--- src/pkg/twoq_consts.svh ---
`ifndef TWOQ_CONSTS_SVH
`define TWOQ_CONSTS_SVH
`define TWOQ_DATA_W 26
`define TWOQ_TAG_W 8
`define TWOQ_TIME_W 5
`define TWOQ_WORD_W 39
`define TWOQ_XFER_W 40
`define TWOQ_CHANNELS 4
`define TWOQ_TAG_ORIGIN_BIT 7
`define TWOQ_TM_VALID_BIT 0
`define TWOQ_TM_MODE_LSB 1
`define TWOQ_TM_ADDR_BIT 4
`define TWOQ_READ_PERIOD_US 4170
`define TWOQ_CLK_MHZ 10
`endif

--- src/pkg/twoq_pkg.sv ---
package twoq_pkg;
    typedef enum logic [1:0] {TWOQ_SRC_PASS, TWOQ_SRC_PIO, TWOQ_SRC_ERR} twoq_src_t;
endpackage

--- src/core/twoq_top.sv ---
`timescale 1ns/100ps
`include "twoq_consts.svh"
module twoq_top
    import twoq_pkg::*;
#(
    parameter int CHANNELS = `TWOQ_CHANNELS
)(
    input wire logic clk,
    input wire logic rst_b,
    input wire logic word_req,
    input wire twoq_src_t word_src,
    input wire logic [`TWOQ_DATA_W-1:0] word_data,
    input wire logic [6:0] word_source_tag,
    input wire logic [`TWOQ_TIME_W-1:0] real_time,
    input wire logic error_flag,
    input wire logic [`TWOQ_DATA_W-1:0] error_snapshot,
    input wire logic cpu_load,
    input wire logic [`TWOQ_DATA_W-1:0] cpu_data,
    input wire logic [8:0] cpu_addr,
    input wire logic [2:0] mode_bits,
    input wire logic mux_sync_pin,
    output logic [`TWOQ_DATA_W-1:0] telemetry_data_buffer,
    output logic [`TWOQ_TIME_W-1:0] telemetry_time_mode_validity,
    output logic [`TWOQ_TAG_W-1:0] telemetry_tag,
    output logic telemetry_parity,
    output logic word_req_ready
);
    localparam logic [6:0] ERR_TAG = 7'h7F;
    ////////////////////////////////////////////////////////////////////////////
    logic sync_s1;
    logic sync_s2;
    logic sync_s3;
    logic [`TWOQ_WORD_W-1:0] chan_word [CHANNELS];
    logic [CHANNELS-1:0] chan_full;
    logic [$clog2(CHANNELS)-1:0] present_idx;
    logic present_valid;
    logic [`TWOQ_WORD_W-1:0] next_word;
    logic [CHANNELS-1:0] take_free;
    logic [CHANNELS-1:0] take_full;
    logic [$clog2(CHANNELS)-1:0] full_idx;
    logic any_full;
    logic [CHANNELS-1:0] full_after;
    logic cpu_held;
    wire sync_edge = sync_s2 & ~sync_s3;
    // An error snapshot needs no instruction and overrides a same-cycle request.
    wire build = word_req | error_flag;
    // Tag bit 7 (msb) is zero for every adapter word.
    wire [`TWOQ_TAG_W-1:0] build_tag = error_flag ? {1'b0, ERR_TAG} : {1'b0, word_source_tag};
    wire [`TWOQ_DATA_W-1:0] build_data = error_flag ? error_snapshot : word_data;
    ////////////////////////////////////////////////////////////////////////////
    // Word layout {data, tag, time} is the delay-line channel format.
    assign next_word = {build_data, build_tag, real_time};
    // Lowest free channel takes a new word; lowest full one is presented.
    always_comb
    begin
        take_free = '0;
        take_full = '0;
        full_idx = '0;
        any_full = 1'b0;
        for (int i = CHANNELS - 1; i >= 0; i--)
        begin
            if (!chan_full[i])
            begin
                take_free = '0;
                take_free[i] = 1'b1;
            end
        end
        for (int i = CHANNELS - 1; i >= 0; i--)
        begin
            if (full_after[i])
            begin
                full_idx = i[$clog2(CHANNELS)-1:0];
                any_full = 1'b1;
            end
        end
    end
    // A synced word leaves the queue only once the multiplexer has read it.
    genvar g;
    generate
        for (g = 0; g < CHANNELS; g++)
        begin : g_chan
            // A computer word covered the presented one, so the multiplexer never read it.
            wire drop = sync_edge & present_valid & ~cpu_held & (present_idx == g);
            wire load = build & take_free[g];
            assign full_after[g] = (chan_full[g] & ~drop);
            always_ff @(posedge clk)
            begin
                if (!rst_b)
                    chan_full[g] <= 1'b0;
                else
                    chan_full[g] <= full_after[g] | load;
            end
            always_ff @(posedge clk)
            begin
                if (load)
                    chan_word[g] <= next_word;
            end
        end
    endgenerate
    assign word_req_ready = ~&chan_full;
    ////////////////////////////////////////////////////////////////////////////
    always_ff @(posedge clk)
    begin
        if (!rst_b)
        begin
            sync_s1 <= 1'b0;
            sync_s2 <= 1'b0;
            sync_s3 <= 1'b0;
        end
        else
        begin
            sync_s1 <= mux_sync_pin;
            sync_s2 <= sync_s1;
            sync_s3 <= sync_s2;
        end
    end
    wire [`TWOQ_TIME_W-1:0] cpu_tmv = {cpu_addr[8], mode_bits, 1'b1};
    wire [`TWOQ_TAG_W-1:0] cpu_tag = {1'b1, cpu_addr[6:0]};
    wire [`TWOQ_WORD_W-1:0] shown = any_full ? chan_word[full_idx] : '0;
    wire [`TWOQ_WORD_W-1:0] loaded = cpu_load ? {cpu_data, cpu_tag, cpu_tmv} : shown;
    wire [`TWOQ_WORD_W-1:0] cpu_done = {telemetry_data_buffer, telemetry_tag,
        telemetry_time_mode_validity[`TWOQ_TIME_W-1:1], 1'b0};
    logic cpu_loading;
    // The validity bit is 1 while loading and drops when the load ends.
    always_ff @(posedge clk)
    begin
        if (!rst_b)
        begin
            {telemetry_data_buffer, telemetry_tag, telemetry_time_mode_validity} <= '0;
            telemetry_parity <= 1'b1;
            present_idx <= '0;
            present_valid <= 1'b0;
            cpu_held <= 1'b0;
            cpu_loading <= 1'b0;
        end
        else
        begin
            cpu_loading <= cpu_load;
            if (cpu_load)
            begin
                {telemetry_data_buffer, telemetry_tag, telemetry_time_mode_validity} <= loaded;
                telemetry_parity <= ~^loaded;
                cpu_held <= 1'b1;
            end
            else if (cpu_loading)
            begin
                telemetry_time_mode_validity[`TWOQ_TM_VALID_BIT] <= 1'b0;
                telemetry_parity <= ~^cpu_done;
            end
            else if (sync_edge || (!cpu_held && !present_valid && any_full))
            begin
                {telemetry_data_buffer, telemetry_tag, telemetry_time_mode_validity} <= shown;
                telemetry_parity <= ~^shown;
                present_idx <= full_idx;
                present_valid <= any_full;
                cpu_held <= 1'b0;
            end
        end
    end
    // are kept by the multiplexer and flight program.
    ////////////////////////////////////////////////////////////////////////////
    a_parity_odd: assert property (@(posedge clk) disable iff (!rst_b)
        ^{telemetry_data_buffer, telemetry_tag, telemetry_time_mode_validity, telemetry_parity})
        else $error("telemetry transfer parity not odd");
    a_cpu_tag_mark: assert property (@(posedge clk) disable iff (!rst_b)
        cpu_load |=> telemetry_tag[`TWOQ_TAG_ORIGIN_BIT] && telemetry_time_mode_validity[0])
        else $error("computer word not marked");
    a_valid_drops: assert property (@(posedge clk) disable iff (!rst_b)
        cpu_load ##1 !cpu_load |=> !telemetry_time_mode_validity[0])
        else $error("validity bit stuck");
    a_empty_zero: assert property (@(posedge clk) disable iff (!rst_b)
        sync_edge && !cpu_load && !cpu_loading && !any_full |=> telemetry_tag == '0)
        else $error("empty queue not zero");
    a_adapter_tag0: assert property (@(posedge clk) disable iff (!rst_b)
        sync_edge && !cpu_load && !cpu_loading && any_full |=> !telemetry_tag[`TWOQ_TAG_ORIGIN_BIT])
        else $error("adapter word tag bit set");
    a_word_kept: assert property (@(posedge clk) disable iff (!rst_b)
        cpu_load && present_valid |=> chan_full[$past(present_idx)])
        else $error("overwritten word lost");
    a_err_queued: assert property (@(posedge clk) disable iff (!rst_b)
        error_flag && !(&chan_full) && !sync_edge |=> $countones(chan_full) == $countones($past(chan_full)) + 1)
        else $error("error word not queued");
    a_sync_load: assert property (@(posedge clk) disable iff (!rst_b)
        sync_edge && !cpu_load && !cpu_loading |=> present_valid == $past(any_full))
        else $error("sync did not gate next word");
    c_cpu_word: cover property (@(posedge clk) disable iff (!rst_b) cpu_load ##1 !cpu_load);
    c_queue_full: cover property (@(posedge clk) disable iff (!rst_b) &chan_full);
    c_sync_full: cover property (@(posedge clk) disable iff (!rst_b) sync_edge && any_full);
endmodule

--- config.mk ---
export PLATFORM = sky130hd
export DESIGN_NAME = twoq_top
export DESIGN_NICKNAME = d
export VERILOG_FILES = /design/src/pkg/twoq_pkg.sv /design/src/core/twoq_top.sv
export VERILOG_INCLUDE_DIRS = /design/src /design/src/pkg
export SDC_FILE = /design/constraint.sdc
export NUM_CORES = 1
export LEC_CHECK = 0
export BUFFER_PORTS_ARGS = -buffer_cell sky130_fd_sc_hd__buf_2
export CORE_MARGIN = 2
export CORE_UTILIZATION = 57
export CTS_BUF_LIST = sky130_fd_sc_hd__clkbuf_16
export CTS_CLUSTER_SIZE = 28
export DETAILED_ROUTE_END_ITERATION = 16
export PLACE_DENSITY = 0.88
export RECOVER_POWER = 50
export SLEW_MARGIN = 20
export SYNTH_ARGS = -nofsm -noshare
export SYNTH_HDL_FRONTEND = slang
export SYNTH_SLANG_ARGS = --single-unit
--- constraint.sdc ---
create_clock -name clk -period 6 [get_ports clk]
set_clock_uncertainty 0.1 [all_clocks]
set_input_delay 1.2 -clock clk [delete_from_list [all_inputs] [get_ports clk]]
set_output_delay 1.2 -clock clk [all_outputs]
set_load 0.01 [all_outputs]
==> impl_metrics.json, run 1 <==
{
  "p_comb_frac": 0.259,
  "crit_path_cell_trace": "clkbuf_1, nor2_1, nor2_4, clkbuf_1",
  "ys_ff_latch": 203,
  "avgSynthCellArea_um2": 12.1,
  "synth_ff_type": "edfxtp_1",
  "worst_pin_slew_ps": 2590,
  "rsz0062_at_grt": "no",
  "grt_overflow": 0,
  "cts_hold_buf": 0,
  "cts_setup_buffers": 0,
  "die_w_um": 137,
  "slew_viol_final": 127,
  "cts_tree": "yes",
  "min_period_ps": 4880,
  "critical_path.max_fanout": 39,
  "finalHoldViolCount": 0,
  "pwr_density_cell_mw_per_mm2": 338,
  "core_mm2": 0.0173,
  "floorplan.initialDensity": 0.584,
  "seqPwrFrac": 0.427,
  "crit_buf_inv": 2,
  "clock_path_buffers": 3,
  "syn-num-nets": 946,
  "syn_inst": 836,
  "p_leak_nw": 4.33,
  "io_buffers": 147,
  "final-instance-count-excl-fill": 1206,
  "crit_end": "chan_word[0][31]",
  "drive_above_1_share": 0.196,
  "dr_total_vias": 7050,
  "drtAntennaViolNets": 0,
  "antenna_found_initial": 0,
  "crit_family": "buffers and inverters",
  "irDropWorstVdd_v": 0.000316,
  "cpMostUsedCell": "clkbuf_1",
  "dp_cells": 1173,
  "grt_pass1_vias": 6601,
  "power.switching_w": 0.00110,
  "grt_pass1_wl_um": 35000,
  "synthDistinctLibCells": 65,
  "syn_area_mm2": 0.0101,
  "max_slew_margin": -0.726,
  "r2r_cells": 14,
  "whs_path_depth": 1,
  "area_growth_pct": 14.2,
  "mostFrequentLayoutCells": "edfxtp_1, nand2_1, buf_2",
  "num_io_pins": 151,
  "timing.rr.start": "present_idx[0]",
  "seq_area_frac_synth": 0.553,
  "r2r-end": "telemetry_parity",
  "hold_path_class": "reg -> reg",
  "synth_top_area_frac": 0.452,
  "status": "finished with violations",
  "p_clk_frac": 0.314,
  "finalWorstSetupSlack_ps": 1120,
  "violations": "capacitance limit, slew limit",
  "cts_max_level": 1,
  "drc": 0,
  "yosysWarnings": 0,
  "switching_share": 0.281,
  "worst-r2r-setup-slack_ps": 1280,
  "fin_nets": 1080,
  "track_usage": 0.246,
  "postCtsResizedCells": 0,
  "synth_top_area_cell": "edfxtp_1",
  "cts_buffers": 20,
  "startpoint": "error_flag",
  "clk_latency_ps": 490,
  "synthTopCellsByArea": "edfxtp_1, dfxtp_1, xnor2_1",
  "setup_viol": 0,
  "max_freq_mhz": 205,
  "die_y_um": 137,
  "hp-start": "sync_s1",
  "internal_power_w": 0.00281,
  "path_class": "in -> reg",
  "drtIter0Drc": 724,
  "post_drt_wl_per_cell_um": 19.3,
  "synth_edf_count": 152,
  "slowest_delay_ps": 1840,
  "wirelength_um": 23300,
  "crit_slowest_cell": "clkbuf_1",
  "cts_sinks": 203,
  "crit_required_ps": 5950,
  "grt_start_max_net_pins": 58,
  "die_area_mm2": 0.0188,
  "path_depth": 4,
  "cp-end-kind": "flop",
  "async_reset_ff_frac": 0,
  "layout_commonest_cell": "edfxtp_1",
  "cts_root_buf": "clkbuf_16",
  "clk_pin_slew_worst_paths_ps": 60,
  "dp_hpwl_um": 16000,
  "drv_cap": 3,
  "pre_cts_ws_ps": 1440,
  "firstDrtPassIters": 5,
  "rows": 48,
  "totalNegativeSetupSlack_ps": 0,
  "place.gp.congestion": 0.889,
  "crit_arrival_ps": 4830,
  "vias_per_cell": 5.85,
  "start_kind": "input pin",
  "fin_crit_sh": 0.814,
  "fillCellCount": 1245,
  "num_antenna_cells": 0
}
==> per-stage QoR <==
| step | instance area, um2 | util | hold WS [ps] | total power (W) |
|---|---|---|---|---|
| after floorplan | 10100 | - | 312 | 0.00245 |
| after global placement | 11000 | 0.634 | 319 | 0.00267 |
| after detailed placement | 11000 | 0.634 | 325 | 0.00270 |
| after CTS | 11600 | 0.671 | 343 | 0.00392 |
| after global routing | 11500 | 0.667 | 403 | 0.00406 |
| final | 11500 | 0.667 | 341 | 0.00390 |
==> synth_stat cells (10+ instances only) <==
master / count
mux2i_1: 43
mux2_2: 36
nor3b_1: 14
o21ai_0: 33
dfxtp_1: 51
nand2_1: 115
o21ai_1: 10
o211a_1: 12
clkbuf_1: 26
edfxtp_1: 152
xnor2_1: 75
a21oi_1: 18
a31oi_1: 17
xor2_1: 22
nor2_1: 44
a221oi_1: 13
nand3_1: 21
==> sequential cells by signal, indices dropped and copies added (netlist names) <==
name,cells
telemetry_data_buffer,26
telemetry_parity,1
chan_word,152
cpu_loading,1
telemetry_time_mode_validity,5
telemetry_tag,8
sync_s1,1
chan_full,4
sync_s2,1
present_valid,1
sync_s3,1
present_idx,2
==> layer usage <==
layer | share of wire | global-route usage | up-vias
met1 | 0.42 | 0.331 | 3351
met5 | 0 | 0 | -
met2 | 0.47 | 0.404 | 340
li1 | - | - | 3316
met4 | 0.027 | 0.0865 | 0
met3 | 0.076 | 0.0430 | 43
==> how the worst min path moves through the flow <==
stage	to
after global placement	sync_s2
after floorplan	sync_s2
after CTS	sync_s2
after global routing	sync_s2
final	sync_s2
after detailed placement	sync_s2
==> worst register-to-register path, cell delays in order, from the launching register on <==
cell     delay, ps
dfxtp_1        530
mux2_4         350
o32a_4         360
nor2_8         580
buf_4          390
mux2i_1        340
mux2i_4        170
xnor2_1        180
o22ai_1        110
xnor2_1        240
xnor3_1        390
xnor3_1        220
xnor3_1        410
nor2_1         100
o21ai_1         60
==> power groups by stage <==
stage	sequential (W)	combinational [W]	clock (W)
2_1_floorplan	0.00169	0.000759	0
3_3_place_gp	0.00169	0.000983	0
3_5_place_dp	0.00169	0.00101	0
4_1_cts	0.00166	0.00102	0.00124
5_1_grt	0.00167	0.00109	0.00130
6_report	0.00167	0.00101	0.00123
==> area by class of cell <==
class	instances	area, um2	area share
flip-flops and latches	203	5590	0.484
clock inverters	12	116	0.0101
clock buffers	21	526	0.0455
well taps	225	282	0.0244
inverters	4	15.0	0.00130
multi-input cells	581	4250	0.368
repair buffers	160	769	0.0667
==> cell families (layout without fill, tap and decap cells) <==
logic type / Yosys count / in the layout / synth area share
flip-flops: 203 / 203 / 0.553
buffers and inverters: 52 / 197 / 0.0308
XOR/XNOR: 102 / 102 / 0.0952
multiplexers: 86 / 86 / 0.0949
AND/OR/NAND/NOR: 242 / 242 / 0.115
AO/OA/AOI/OAI: 151 / 151 / 0.111
No activity file was read; power rests on OpenSTA's default activity.
==> run 2: changes to the inputs <==
- ABC_AREA: not set -> 1
- CORE_UTILIZATION: 57 -> 53
- PLACE_DENSITY: 0.88 -> 0.85
- clock period: 6 -> 4.17 ns (I/O delays scaled with it)
==> run 2 against run 1 <==
  * The flow still finishes with violations (capacitance limit, slew limit)
  * Worst hold slack got worse by 19 ps
  * Total power increased by 53%
  * Wire length increased by 31%
  * Utilization decreased by 6.4 points
  * Die area increased by 28%
  * Sequential cell count unchanged
  * Via count increased by 57%
  * First-iteration DRC count increased by 55%
  * Count of clock-buffer cells in the layout unchanged
  * Largest cell class unchanged
==> impl_metrics.json, run 2 <==
{
  "status": "finished with violations",
  "violations": "capacitance limit, slew limit",
  "syn-num-nets": 1722,
  "totalNegativeSetupSlack_ps": 0,
  "grt_overflow": 0,
  "critical_path.max_fanout": 74,
  "slew_viol_final": 160,
  "drc": 0,
  "max_slew_margin": -0.744,
  "synthDistinctLibCells": 41,
  "rows": 55,
  "grt_start_max_net_pins": 75,
  "cts_hold_buf": 0,
  "layout_commonest_cell": "nand2_1",
  "hp-start": "sync_s2",
  "dp_cells": 1983,
  "regMostFlops": "chan_word",
  "yosysWarnings": 0,
  "timing.rr.start": "telemetry_tag[7]",
  "clk_pin_slew_worst_paths_ps": 60,
  "startpoint": "telemetry_tag[7]",
  "area_growth_pct": 12.1,
  "hold_path_class": "reg -> reg",
  "yosys-top-cells-count": "nand2_1, nand3_1, edfxtp_1",
  "floorplan.initialDensity": 0.538,
  "antenna_found_initial": 1,
  "whs_path_depth": 2,
  "max_freq_mhz": 272,
  "setup_viol": 0,
  "die_y_um": 155,
  "cpMostUsedCell": "nand2_1",
  "cp-end-kind": "flop",
  "cts_setup_buffers": 0,
  "largest_reg_flops": 152,
  "dp_hpwl_um": 21200,
  "rsz0062_at_grt": "no",
  "place.gp.congestion": 0.858,
  "post_drt_wl_per_cell_um": 15.1,
  "syn_area_mm2": 0.0121,
  "grt_pass1_wl_um": 49100,
  "worst-r2r-setup-slack_ps": 490,
  "p_leak_nw": 6.77,
  "slowest_delay_ps": 590,
  "clock_path_buffers": 3,
  "avgSynthCellArea_um2": 7.51,
  "hold_slack_ps": 322,
  "synth.most_common_cell": "nand2_1",
  "finalHoldViolCount": 0,
  "clk_latency_ps": 510,
  "synth_edf_count": 152,
  "syn_inst": 1612,
  "drtIter0Drc": 1120,
  "worst_pin_slew_ps": 2620,
  "cts_sinks": 203,
  "seq_area_frac_synth": 0.461,
  "cts_root_buf": "clkbuf_16",
  "cts_buffers": 21,
  "track_usage": 0.253,
  "synth_top_area_cell": "edfxtp_1",
  "num_io_pins": 151,
  "drtAntennaViolNets": 0,
  "crit_required_ps": 4470,
  "synth_top_area_frac": 0.377,
  "postCtsResizedCells": 0,
  "core_mm2": 0.0225,
  "async_reset_ff_frac": 0,
  "grt_pass1_vias": 10200,
  "firstDrtPassIters": 6,
  "irDropWorstVdd_v": 0.000227,
  "mostFrequentLayoutCells": "nand2_1, nand3_1, edfxtp_1",
  "fin_crit_sh": 0.882,
  "dr_total_vias": 11000,
  "io_buffers": 147,
  "r2r-end": "telemetry_parity",
  "cts_tree": "yes",
  "die_area_mm2": 0.0241,
  "synthTopCellsByArea": "edfxtp_1, nand2_1, nand3_1",
  "crit_arrival_ps": 3980,
  "crit_slowest_cell": "buf_4",
  "min_period_ps": 3680,
  "path_class": "reg -> reg",
  "r2r_cells": 27,
  "final-instance-count-excl-fill": 2021,
  "fin_nets": 1831,
  "die_w_um": 155,
  "start_kind": "flop",
  "holdPathEnd": "sync_s3",
  "cts_max_level": 1,
  "wirelength_um": 30500,
  "drv_cap": 4,
  "synth_ff_type": "edfxtp_1",
  "pwr_density_cell_mw_per_mm2": 440,
  "vias_per_cell": 5.46,
  "ys_ff_latch": 203,
  "drive_above_1_share": 0.146
}
[run 2: changes by cell type in the layout (fill, tap and decap cells not counted), sizes merged, moves of 38 or more]
cell | previous run | this run
buf | 111 | 156
clkbuf | 70 | 32
inv | 6 | 161
mux2 | 39 | 0
mux2i | 47 | 0
nand2 | 117 | 720
nand3 | 21 | 252
xnor2 | 75 | 28
[run 2: how the worst max path moves through the flow]
stage | end | slack [ps] | cells after the start
floorplan | chan_word[2][0] | -220 | 3
global placement | telemetry_parity | 710 | 25
detailed placement | telemetry_parity | 600 | 23
CTS | telemetry_parity | 570 | 23
global route | telemetry_parity | 60 | 25
finish | telemetry_parity | 490 | 27
[run 2: per-stage QoR]
step	power [W]	util	area (um2)	setup WS, ps
global placement	0.00406	0.574	12900	707
finish	0.00597	0.603	13600	491
floorplan	0.00370	-	12100	-222
detailed placement	0.00412	0.574	12900	603
global route	0.00629	0.603	13600	55.9
CTS	0.00595	0.604	13600	569
[run 2: metal layers]
layer / share of wire / global-route usage / vias to the layer above / wire (um)
met3: 0.098 / 0.0379 / 69 / 2990
met1: 0.41 / 0.340 / 4935 / 12600
li1: - / - / 5442 / -
met2: 0.46 / 0.417 / 592 / 14100
met4: 0.028 / 0.0922 / 0 / 850
met5: 0 / 0 / - / 0
[run 2: power breakdown]
group	switching, W	internal [W]
Clock	0.000752	0.00110
Combinational	0.00113	0.000589
Sequential	0.0000745	0.00232
[run 2: worst max-delay path: cells and delay by family, from the launching register on]
family / cells / cell delay (ps)
buffers and inverters: 2 / 690
flip-flops: 1 / 350
AND/OR/NAND/NOR: 25 / 2360
[run 2: layout make-up]
class,count,area [um2]
sequential,203,5590
tap,285,357
timing repair buffer,167,912
fill,1890,8930
inverter,158,593
clock buffer,21,526
antenna,1,2.50
multi-input combinational,1170,5450
clock inverter,16,146
[run 2: kinds of logic after synthesis]
family	share of synthesized area
and+or+nand+nor	0.366
buffers and inverters	0.0910
DFF	0.461
AOI/OAI and AO/OA	0.0519
xor gates and xnor gates	0.0296
